### src/console_ctrl_pkg.sv
// shared constants and carrier types for the console button and headphone control
package console_ctrl_pkg;
   // clock and timing
   localparam int unsigned CLK_HZ = 40_000_000;
   localparam int unsigned DEBOUNCE_MS = 10;
   localparam int unsigned HOLD_MS = 400;
   localparam int unsigned BOOT_STEP_MS = 250;
   localparam int unsigned DEBOUNCE_CYC = CLK_HZ / 1000 * DEBOUNCE_MS;
   localparam int unsigned HOLD_CYC = CLK_HZ / 1000 * HOLD_MS;
   localparam int unsigned BOOT_STEP_CYC = CLK_HZ / 1000 * BOOT_STEP_MS;
   localparam int unsigned CNT_W = 25;

   // register byte offsets
   localparam logic [3:0] CFG_OFS = 4'h0;
   localparam logic [3:0] STAT_OFS = 4'h4;
   localparam logic [3:0] POT_OFS = 4'h8;

   // control register fields
   localparam int unsigned CFG_MAIN_MODE_LSB = 0;
   localparam int unsigned CFG_TB_HYBRID = 2;
   localparam int unsigned CFG_HP_BALANCE = 3;
   localparam int unsigned CFG_REVERSE = 4;
   localparam int unsigned CFG_FULL_MUTE = 5;
   localparam int unsigned CFG_PRODUCTION = 6;
   localparam logic [7:0] CFG_RESET = 8'h00;

   // status register fields
   localparam int unsigned STAT_MAIN_ON = 0;
   localparam int unsigned STAT_TB_ON = 1;
   localparam int unsigned STAT_MAIN_LATCH = 2;
   localparam int unsigned STAT_TB_LATCH = 3;
   localparam int unsigned STAT_BOOTING = 4;
   localparam int unsigned STAT_MAIN_BTN = 5;
   localparam int unsigned STAT_TB_BTN = 6;

   // headphone attenuation
   localparam int unsigned POT_W = 8;
   localparam logic [7:0] POT_CCW_END = 8'h00;
   localparam logic [7:0] POT_CW_END = 8'hff;
   localparam logic [7:0] POT_CENTER = 8'h80;
   localparam logic [7:0] ATT_MIN_DB = 8'h28;

   typedef enum logic [1:0] {
      MAIN_PUSH_MUTE = 2'b00,
      MAIN_PUSH_TALK = 2'b01,
      MAIN_ALTERNATE = 2'b10,
      MAIN_HYBRID = 2'b11
   } main_mode_t;

   typedef enum logic [1:0] {
      BOOT_RED = 2'b00,
      BOOT_GREEN = 2'b01,
      BOOT_TALK = 2'b10,
      BOOT_RUN = 2'b11
   } boot_t;

   typedef struct packed {
      logic [1:0] sync;
      logic db;
      logic [CNT_W-1:0] deb_cnt;
      logic [CNT_W-1:0] hold_cnt;
      logic latch;
   } btn_t;

   typedef struct packed {
      logic led_red;
      logic led_green;
      logic led_tb;
      logic main_on;
      logic tb_on;
   } panel_t;

   typedef struct packed {
      logic [7:0] att_l;
      logic [7:0] att_r;
      logic mute_l;
      logic mute_r;
   } phones_t;

   typedef struct packed {
      logic waitreq;
      logic [31:0] rdata;
   } bus_t;

   typedef struct packed {
      boot_t boot;
      logic [CNT_W-1:0] boot_cnt;
      btn_t [1:0] btn;
      logic [7:0] cfg;
      logic [1:0][POT_W-1:0] pot_l;
      logic [1:0][POT_W-1:0] pot_r;
      panel_t panel;
      phones_t phones;
      bus_t bus;
   } state_t;
endpackage : console_ctrl_pkg

### src/console_ctrl.sv
// pushbutton, indicator and headphone level control for the announcer console
//
// Added by the designer: the Avalon-MM interface to the registers and the address map.
`timescale 1ns/1ps

module console_ctrl #(
   parameter int unsigned DEBOUNCE_CYCLES = console_ctrl_pkg::DEBOUNCE_CYC,
   parameter int unsigned HOLD_CYCLES = console_ctrl_pkg::HOLD_CYC,
   parameter int unsigned BOOT_CYCLES = console_ctrl_pkg::BOOT_STEP_CYC
) (
   input wire logic ref_clk,
   input wire logic sys_rst,
   // front panel
   input wire logic main_mute_button,
   input wire logic talkback_button,
   input wire logic [console_ctrl_pkg::POT_W-1:0] pot_left,
   input wire logic [console_ctrl_pkg::POT_W-1:0] pot_right,
   output logic main_active,
   output logic talkback_active,
   output logic led_main_red,
   output logic led_main_green,
   output logic led_talkback_green,
   output logic [7:0] hp_left_att,
   output logic [7:0] hp_right_att,
   output logic hp_left_mute,
   output logic hp_right_mute,
   // register bus
   input wire logic [3:0] avs_address,
   input wire logic avs_read,
   input wire logic avs_write,
   input wire logic [31:0] avs_writedata,
   input wire logic [3:0] avs_byteenable,
   output logic [31:0] avs_readdata,
   output logic avs_waitrequest
);

   localparam logic [console_ctrl_pkg::CNT_W-1:0] DEB_LIM =
      console_ctrl_pkg::CNT_W'(DEBOUNCE_CYCLES);
   localparam logic [console_ctrl_pkg::CNT_W-1:0] HOLD_LIM =
      console_ctrl_pkg::CNT_W'(HOLD_CYCLES);
   localparam logic [console_ctrl_pkg::CNT_W-1:0] BOOT_LIM =
      console_ctrl_pkg::CNT_W'(BOOT_CYCLES);

   console_ctrl_pkg::state_t st_r;
   console_ctrl_pkg::state_t st_nxt;

   // span of 0..255 onto 0..39 dB of attenuation
   function automatic logic [7:0] att_span(input logic [7:0] d);
      logic [15:0] p;
      p = 16'(d) * 16'(console_ctrl_pkg::ATT_MIN_DB);
      return p[15:8];
   endfunction : att_span

   // add two attenuations, saturating at the minimum level
   function automatic logic [7:0] att_sum(input logic [7:0] a, input logic [7:0] b);
      logic [8:0] s;
      s = {1'b0, a} + {1'b0, b};
      if (s >= {1'b0, console_ctrl_pkg::ATT_MIN_DB}) begin
         return console_ctrl_pkg::ATT_MIN_DB;
      end
      return s[7:0];
   endfunction : att_sum

   logic [1:0] btn_in;
   logic [1:0] db_nxt;
   logic [1:0] rise;
   logic [1:0] fall;
   logic [1:0] tap;
   logic booting;
   logic onair;
   logic main_raw;
   logic tb_now;
   logic main_now;
   console_ctrl_pkg::main_mode_t main_mode;
   logic [7:0] pl;
   logic [7:0] pr;
   logic [7:0] att_a;
   logic [7:0] att_b;
   logic mute_a;
   logic mute_b;
   logic [7:0] dev;
   logic bus_req;
   logic [31:0] rd_val;

   assign btn_in = {talkback_button, main_mute_button};

   // next state of the whole block
   always_comb begin
      st_nxt = st_r;
      booting = (st_r.boot != console_ctrl_pkg::BOOT_RUN);
      onair = ~st_r.cfg[console_ctrl_pkg::CFG_PRODUCTION];
      main_mode = console_ctrl_pkg::main_mode_t'(
         st_r.cfg[console_ctrl_pkg::CFG_MAIN_MODE_LSB +: 2]);

      // buttons: two-flop sync, debounce, press timing
      for (int i = 0; i < 2; i++) begin
         st_nxt.btn[i].sync = {st_r.btn[i].sync[0], btn_in[i]};
         db_nxt[i] = st_r.btn[i].db;
         if (st_r.btn[i].sync[1] == st_r.btn[i].db) begin
            st_nxt.btn[i].deb_cnt = '0;
         end else if (st_r.btn[i].deb_cnt >= DEB_LIM - 1'b1) begin
            st_nxt.btn[i].deb_cnt = '0;
            db_nxt[i] = st_r.btn[i].sync[1];
         end else begin
            st_nxt.btn[i].deb_cnt = st_r.btn[i].deb_cnt + 1'b1;
         end
         st_nxt.btn[i].db = db_nxt[i];
         rise[i] = db_nxt[i] & ~st_r.btn[i].db;
         fall[i] = ~db_nxt[i] & st_r.btn[i].db;
         tap[i] = fall[i] & (st_r.btn[i].hold_cnt < HOLD_LIM);
         if (rise[i]) begin
            st_nxt.btn[i].hold_cnt = '0;
         end else if (st_r.btn[i].db && st_r.btn[i].hold_cnt < HOLD_LIM) begin
            st_nxt.btn[i].hold_cnt = st_r.btn[i].hold_cnt + 1'b1;
         end
      end

      // main latch: toggle per press, or tap/hold in hybrid
      if (booting) begin
         st_nxt.btn[0].latch = 1'b0;
      end else if (main_mode == console_ctrl_pkg::MAIN_ALTERNATE && rise[0]) begin
         st_nxt.btn[0].latch = ~st_r.btn[0].latch;
      end else if (main_mode == console_ctrl_pkg::MAIN_HYBRID && fall[0]) begin
         st_nxt.btn[0].latch = tap[0] ? ~st_r.btn[0].latch : 1'b0;
      end

      // talkback latch in hybrid mode only
      if (booting || !st_r.cfg[console_ctrl_pkg::CFG_TB_HYBRID]) begin
         st_nxt.btn[1].latch = 1'b0;
      end else if (fall[1]) begin
         st_nxt.btn[1].latch = tap[1] ? ~st_r.btn[1].latch : 1'b0;
      end

      // output states from button modes
      unique case (main_mode)
         console_ctrl_pkg::MAIN_PUSH_MUTE: main_raw = ~db_nxt[0];
         console_ctrl_pkg::MAIN_PUSH_TALK: main_raw = db_nxt[0];
         console_ctrl_pkg::MAIN_ALTERNATE: main_raw = st_nxt.btn[0].latch;
         console_ctrl_pkg::MAIN_HYBRID: main_raw = db_nxt[0] | st_nxt.btn[0].latch;
      endcase
      if (st_r.cfg[console_ctrl_pkg::CFG_TB_HYBRID]) begin
         tb_now = db_nxt[1] | st_nxt.btn[1].latch;
      end else begin
         tb_now = db_nxt[1];
      end
      tb_now = tb_now & ~booting;
      // latch is kept untouched, so main resumes when talkback ends
      main_now = main_raw & ~booting & ~(onair & tb_now);
      st_nxt.panel.main_on = main_now;
      st_nxt.panel.tb_on = tb_now;

      // indicators and boot sequence
      if (booting) begin
         if (st_r.boot_cnt >= BOOT_LIM - 1'b1) begin
            st_nxt.boot_cnt = '0;
            st_nxt.boot = console_ctrl_pkg::boot_t'(st_r.boot + 2'h1);
         end else begin
            st_nxt.boot_cnt = st_r.boot_cnt + 1'b1;
         end
      end
      unique case (st_nxt.boot)
         console_ctrl_pkg::BOOT_RED: st_nxt.panel[4:2] = 3'h4;
         console_ctrl_pkg::BOOT_GREEN: st_nxt.panel[4:2] = 3'h2;
         console_ctrl_pkg::BOOT_TALK: st_nxt.panel[4:2] = 3'h1;
         console_ctrl_pkg::BOOT_RUN: begin
            st_nxt.panel.led_red = onair & ~main_now;
            st_nxt.panel.led_green = main_now;
            st_nxt.panel.led_tb = tb_now;
         end
      endcase

      // control positions: two-flop sync; channel a is left in normal orientation
      st_nxt.pot_l = {st_r.pot_l[0], pot_left};
      st_nxt.pot_r = {st_r.pot_r[0], pot_right};
      pl = st_r.pot_l[1];
      pr = st_r.pot_r[1];
      mute_a = 1'b0;
      mute_b = 1'b0;
      dev = 8'h00;
      if (!st_r.cfg[console_ctrl_pkg::CFG_HP_BALANCE]) begin
         att_a = att_span(~pl);
         att_b = att_span(~pr);
         if (pl == console_ctrl_pkg::POT_CCW_END) begin
            att_a = console_ctrl_pkg::ATT_MIN_DB;
            mute_a = st_r.cfg[console_ctrl_pkg::CFG_FULL_MUTE];
         end
         if (pr == console_ctrl_pkg::POT_CCW_END) begin
            att_b = console_ctrl_pkg::ATT_MIN_DB;
            mute_b = st_r.cfg[console_ctrl_pkg::CFG_FULL_MUTE];
         end
      end else begin
         // level from left control, balance from right control
         att_a = att_span(~pl);
         att_b = att_a;
         if (pr < console_ctrl_pkg::POT_CENTER) begin
            dev = console_ctrl_pkg::POT_CENTER - pr;
            att_b = att_sum(att_a, att_span({dev[6:0], 1'b0}));
         end else begin
            dev = pr - console_ctrl_pkg::POT_CENTER;
            att_a = att_sum(att_a, att_span({dev[6:0], 1'b0}));
         end
         if (pr == console_ctrl_pkg::POT_CCW_END) begin
            att_b = console_ctrl_pkg::ATT_MIN_DB;
            mute_b = st_r.cfg[console_ctrl_pkg::CFG_FULL_MUTE];
         end
         if (pr == console_ctrl_pkg::POT_CW_END) begin
            att_a = console_ctrl_pkg::ATT_MIN_DB;
            mute_a = st_r.cfg[console_ctrl_pkg::CFG_FULL_MUTE];
         end
         if (pl == console_ctrl_pkg::POT_CCW_END) begin
            att_a = console_ctrl_pkg::ATT_MIN_DB;
            att_b = console_ctrl_pkg::ATT_MIN_DB;
            mute_a = st_r.cfg[console_ctrl_pkg::CFG_FULL_MUTE];
            mute_b = st_r.cfg[console_ctrl_pkg::CFG_FULL_MUTE];
         end
      end
      // orientation swap
      if (st_r.cfg[console_ctrl_pkg::CFG_REVERSE]) begin
         st_nxt.phones = {att_b, att_a, mute_b, mute_a};
      end else begin
         st_nxt.phones = {att_a, att_b, mute_a, mute_b};
      end

      // register bus: one wait cycle, then the request is taken
      bus_req = avs_read | avs_write;
      rd_val = 32'h0000_0000;
      unique case (avs_address)
         console_ctrl_pkg::CFG_OFS: rd_val[7:0] = st_r.cfg;
         console_ctrl_pkg::STAT_OFS: begin
            rd_val[console_ctrl_pkg::STAT_MAIN_ON] = st_r.panel.main_on;
            rd_val[console_ctrl_pkg::STAT_TB_ON] = st_r.panel.tb_on;
            rd_val[console_ctrl_pkg::STAT_MAIN_LATCH] = st_r.btn[0].latch;
            rd_val[console_ctrl_pkg::STAT_TB_LATCH] = st_r.btn[1].latch;
            rd_val[console_ctrl_pkg::STAT_BOOTING] = booting;
            rd_val[console_ctrl_pkg::STAT_MAIN_BTN] = st_r.btn[0].db;
            rd_val[console_ctrl_pkg::STAT_TB_BTN] = st_r.btn[1].db;
         end
         console_ctrl_pkg::POT_OFS: rd_val[15:0] = {pr, pl};
         default: rd_val = 32'h0000_0000; // unmapped reads as zero
      endcase
      if (bus_req && st_r.bus.waitreq) begin
         st_nxt.bus.waitreq = 1'b0;
         st_nxt.bus.rdata = avs_read ? rd_val : 32'h0000_0000;
      end else begin
         st_nxt.bus.waitreq = 1'b1;
      end
      if (avs_write && !st_r.bus.waitreq && avs_address == console_ctrl_pkg::CFG_OFS &&
          avs_byteenable[0]) begin
         st_nxt.cfg = avs_writedata[7:0];
      end
   end

   // single state register
   always_ff @(posedge ref_clk) begin
      if (sys_rst) begin
         st_r <= '0;
         st_r.boot <= console_ctrl_pkg::BOOT_RED;
         st_r.panel.led_red <= 1'b1;
         st_r.cfg <= console_ctrl_pkg::CFG_RESET;
         st_r.bus.waitreq <= 1'b1;
      end else begin
         st_r <= st_nxt;
      end
   end

   // outputs straight from the state register
   assign main_active = st_r.panel.main_on;
   assign talkback_active = st_r.panel.tb_on;
   assign led_main_red = st_r.panel.led_red;
   assign led_main_green = st_r.panel.led_green;
   assign led_talkback_green = st_r.panel.led_tb;
   assign hp_left_att = st_r.phones.att_l;
   assign hp_right_att = st_r.phones.att_r;
   assign hp_left_mute = st_r.phones.mute_l;
   assign hp_right_mute = st_r.phones.mute_r;
   assign avs_readdata = st_r.bus.rdata;
   assign avs_waitrequest = st_r.bus.waitreq;

endmodule : console_ctrl

### config.mk
export PLATFORM = sky130hd
export DESIGN_NAME = console_ctrl
export DESIGN_NICKNAME = d
export VERILOG_FILES = /design/src/console_ctrl_pkg.sv /design/src/console_ctrl.sv
export SDC_FILE = /design/constraint.sdc
export NUM_CORES = 1
export LEC_CHECK = 0
export BUFFER_PORTS_ARGS = -buffer_cell sky130_fd_sc_hd__buf_2
export CAP_MARGIN = 10
export CORE_MARGIN = 2
export CORE_UTILIZATION = 55
export DETAILED_ROUTE_END_ITERATION = 10
export PLACE_DENSITY_LB_ADDON = 0.12
export SLEW_MARGIN = 10
export SYNTH_ARGS = -nofsm -noshare
export SYNTH_HDL_FRONTEND = slang
export SYNTH_SLANG_ARGS = --single-unit
### constraint.sdc
create_clock -name ref_clk -period 6.6 [get_ports ref_clk]
set_input_delay 0.66 -clock ref_clk [delete_from_list [all_inputs] [get_ports ref_clk]]
set_output_delay 0.66 -clock ref_clk [all_outputs]
set_load 0.02 [all_outputs]
==> flow_results.xml <==
<?xml version="1.0" encoding="UTF-8"?>
<metrics>
  <group name="global_routing">
    <metric name="first_global_vias" unit="">7393</metric>
    <metric name="grt_util_all_layers" unit="%">20.6</metric>
    <metric name="grt_start_max_net_pins" unit="">58</metric>
    <metric name="grt_pass1_wl" unit="um">34900</metric>
    <metric name="total_global_routing_overflow" unit="">0</metric>
    <metric name="antenna_found_initial" unit="">0</metric>
  </group>
  <group name="worst_hold_path">
    <metric name="min_path_type" unit="">in -&gt; reg</metric>
    <metric name="hp-start" unit="">pot_right[5]</metric>
  </group>
  <group name="cts">
    <metric name="post_cts_resized" unit="">0</metric>
    <metric name="cts_tree" unit="">yes</metric>
    <metric name="hold_buffers" unit="">0</metric>
    <metric name="insertion_delay" unit="ns">0.52</metric>
    <metric name="cts_sink_count" unit="">213</metric>
    <metric name="htreeDepth" unit="">1</metric>
    <metric name="cts.path.max_buffers" unit="">3</metric>
    <metric name="cts-buffers-inserted" unit="">24</metric>
    <metric name="clkSlewWorstSetupHoldPaths" unit="ns">0.06</metric>
    <metric name="clock_tree.root_cell" unit="">sky130_fd_sc_hd__clkbuf_16</metric>
    <metric name="post-cts-setup-buffers" unit="">0</metric>
  </group>
  <group name="detailed_routing">
    <metric name="route.met3.wl" unit="um">970</metric>
    <metric name="firstDrtPassIters" unit="">6</metric>
    <metric name="wl_met1" unit="um">10800</metric>
    <metric name="drt-initial-drc-count" unit="">381</metric>
    <metric name="routed.top_layer" unit="">met4</metric>
    <metric name="vias" unit="">8166</metric>
    <metric name="antenna_violating_nets_post_route" unit="">0</metric>
    <metric name="drcViolationCount" unit="">0</metric>
    <metric name="wl" unit="um">21400</metric>
    <metric name="wl_met2" unit="um">9280</metric>
    <metric name="final_routed_wire_length_divided_by_cell_count" unit="um">13.8</metric>
    <metric name="via_per_inst" unit="">5.25</metric>
  </group>
  <group name="setup_path">
    <metric name="worstSetupStartpointType" unit="">register</metric>
    <metric name="reg2reg_slack" unit="ns">2.18</metric>
    <metric name="timing.critical_path.to_type" unit="">register</metric>
    <metric name="critical_path_sink" unit="">hp_right_att[2]</metric>
    <metric name="worstRegToRegCells" unit="">13</metric>
    <metric name="cp_max_fo" unit="">6</metric>
    <metric name="worstSetupPathType" unit="">reg -&gt; reg</metric>
    <metric name="cp.arrival" unit="ns">4.83</metric>
    <metric name="crit-reg2reg-capture" unit="">hp_right_att[2]</metric>
    <metric name="cp_data_required_time" unit="ns">7.01</metric>
    <metric name="critical_path.startpoint" unit="">pl[3]</metric>
    <metric name="crit-reg2reg-launch" unit="">pl[3]</metric>
  </group>
  <group name="pwr">
    <metric name="combPwrFrac" unit="%">15.6</metric>
    <metric name="p_leak" unit="nW">4.72</metric>
    <metric name="net_sw_power" unit="W">0.000855</metric>
    <metric name="power.clock.fraction" unit="%">43.6</metric>
    <metric name="switching_share" unit="%">26.2</metric>
    <metric name="relative_contribution_of_sequential_cells_to_total_power" unit="%">40.7</metric>
    <metric name="max-vdd-ir-drop" unit="mV">0.166</metric>
    <metric name="powerDensity" unit="nW/um2">274</metric>
    <metric name="p_int" unit="W">0.00241</metric>
  </group>
  <group name="floorplan">
    <metric name="boundaryPins" unit="">118</metric>
    <metric name="fp.dieW" unit="um">144</metric>
    <metric name="initial_core_util" unit="%">55.5</metric>
    <metric name="core_footprint" unit="um2">19300</metric>
    <metric name="die_footprint" unit="um2">20700</metric>
    <metric name="floorplan.rows" unit="">51</metric>
    <metric name="floorplan.die.height" unit="um">144</metric>
  </group>
  <group name="synth">
    <metric name="syn_inst" unit="">1222</metric>
    <metric name="post_synth_instance_area" unit="um2">10700</metric>
    <metric name="synth-seq-area-share" unit="%">39.7</metric>
    <metric name="synth_top_flop_cell" unit="">sky130_fd_sc_hd__dfxtp_1</metric>
    <metric name="async_reset_ff_share" unit="%">0</metric>
    <metric name="synthesis.yosys.warnings" unit="">0</metric>
    <metric name="number_of_enable_flip_flop_cells_after_synthesis" unit="">0</metric>
    <metric name="post_synth.cell_area_avg" unit="um2">8.79</metric>
    <metric name="postSynthRegisterBits" unit="">213</metric>
    <metric name="number_of_distinct_library_cells_after_synthesis" unit="">81</metric>
  </group>
  <group name="layout">
    <metric name="antennaDiodeCount" unit="">0</metric>
    <metric name="layout.cells.most_common" unit="">sky130_fd_sc_hd__dfxtp_1</metric>
    <metric name="syn2layout_area_growth" unit="%">11.0</metric>
    <metric name="drive_above_1_share" unit="%">10.6</metric>
    <metric name="most-common-layout-cells" unit="">sky130_fd_sc_hd__dfxtp_1, sky130_fd_sc_hd__nor2_1, sky130_fd_sc_hd__nand2_1</metric>
    <metric name="final_nets" unit="">1396</metric>
  </group>
  <group name="sta">
    <metric name="hold_slack" unit="ns">0.353</metric>
    <metric name="timing.clock.skew" unit="ns">0.00905</metric>
    <metric name="timing_worst_slew_pin_value" unit="ns">0.986</metric>
    <metric name="grt_setup_unrepaired" unit="">no</metric>
    <metric name="timing.fmax" unit="GHz">0.226</metric>
    <metric name="period_share" unit="%">67.0</metric>
    <metric name="slew_viol_final" unit="">0</metric>
    <metric name="final.setup.tns" unit="ns">0</metric>
    <metric name="hold_viol_final" unit="">0</metric>
    <metric name="slew_headroom" unit="%">33.9</metric>
    <metric name="min_period" unit="ns">4.42</metric>
    <metric name="timing.final.setup_violations" unit="">0</metric>
  </group>
  <group name="run">
    <metric name="timing.max_cap.violations" unit="">0</metric>
  </group>
  <group name="place">
    <metric name="buffer_ports.inserted" unit="">72</metric>
    <metric name="gp_routability_congestion" unit="">0.847</metric>
    <metric name="detailedPlacementHpwl" unit="um">15300</metric>
  </group>
  <group name="outcome">
    <metric name="run_status" unit="">finished clean</metric>
  </group>
</metrics>
==> Yosys cell counts, drive strengths merged, types with 17 or more instances <==
cell type	count	area, um2
nor3	21	115
dfxtp	213	4260
inv	57	214
ha	56	701
o21ai	27	139
a21oi	37	189
mux2i	22	224
nor2	186	698
clkbuf	23	87.6
xor2	60	526
buf	58	428
nand3	52	260
nor2b	50	313
xnor2	64	561
nand4	25	156
nand2	74	280
a22oi	17	128
==> worst min-delay path by stage <==
stage	depth (start not counted)	slack, ns	end
floorplan	1	0.41	pl[0]
global placement	1	0.42	pr[6]
detailed placement	1	0.42	pr[4]
CTS	2	0.34	st_nxt[69]
global route	2	0.35	st_nxt[203]
finish	2	0.35	st_nxt[69]
==> through the flow <==
stage               total power (W)  util (%)  cell area [um2]  worst slack (ns)  std cells
detailed placement          0.00186      57.2            11100              2.24       1513
finish                      0.00326      61.6            11900              2.18       1556
CTS                         0.00329      61.6            11900              2.19       1556
global placement            0.00186      57.2            11100              2.25       1513
global route                0.00341      61.6            11900              1.82       1556
floorplan                   0.00177         -            10900              2.67       1253
==> layer usage <==
layer	up-vias	global-route usage [%]
li1	4248	-
met1	3724	29.3
met2	164	32.8
met3	30	2.93
met4	0	5.37
met5	-	0
==> registers in the layout (all words and copies together), names as in the netlist <==
name                cells
hp_right_att            7
hp_left_mute            1
led_main_green          1
st_nxt                 18
st_r                  139
main_mode               2
hp_left_att             7
pr                      8
avs_readdata           16
pl                      8
talkback_active         1
avs_waitrequest         1
main_active             1
led_talkback_green      1
led_main_red            1
hp_right_mute           1
==> worst max-delay path, stage by stage, from the launching register on <==
cell,delay [ns]
sky130_fd_sc_hd__dfxtp_1,0.39
sky130_fd_sc_hd__inv_1,0.10
sky130_fd_sc_hd__ha_1,0.30
sky130_fd_sc_hd__ha_1,0.34
sky130_fd_sc_hd__nor3_1,0.31
sky130_fd_sc_hd__a2111oi_2,0.12
sky130_fd_sc_hd__o311ai_0,0.72
sky130_fd_sc_hd__inv_1,0.19
sky130_fd_sc_hd__ha_1,0.42
sky130_fd_sc_hd__or3_1,0.43
sky130_fd_sc_hd__a21oi_2,0.25
sky130_fd_sc_hd__o21ai_0,0.16
sky130_fd_sc_hd__a211o_1,0.32
sky130_fd_sc_hd__a311oi_1,0.28
==> layout make-up <==
type                            instances  area, um2
Multi-Input combinational cell        902       5860
Clock buffer                           32        692
Fill cell                            1746       7420
Tap cell                              265        332
Inverter                               57        214
Timing Repair Buffer                   76        390
Clock inverter                         11        168
Sequential cell                       213       4260
==> kinds of logic after synthesis <==
| family | synth area share, % |
|---|---|
| other | 0.0349 |
| XOR/XNOR | 10.1 |
| buffers and inverters | 6.79 |
| multiplexers | 2.09 |
| flip-flops | 39.7 |
| adder cells (fa/ha/maj) | 7.27 |
| AND/OR/NAND/NOR | 22.5 |
| AO/OA/AOI/OAI | 11.4 |
==> power by group through the flow <==
stage	clock [W]	combinational [W]	sequential, W
global route	0.00151	0.000571	0.00133
global placement	0	0.000498	0.00136
detailed placement	0	0.000502	0.00136
floorplan	0	0.000417	0.00135
CTS	0.00145	0.000507	0.00133
finish	0.00142	0.000511	0.00133
(Power assumes the default switching activity.)
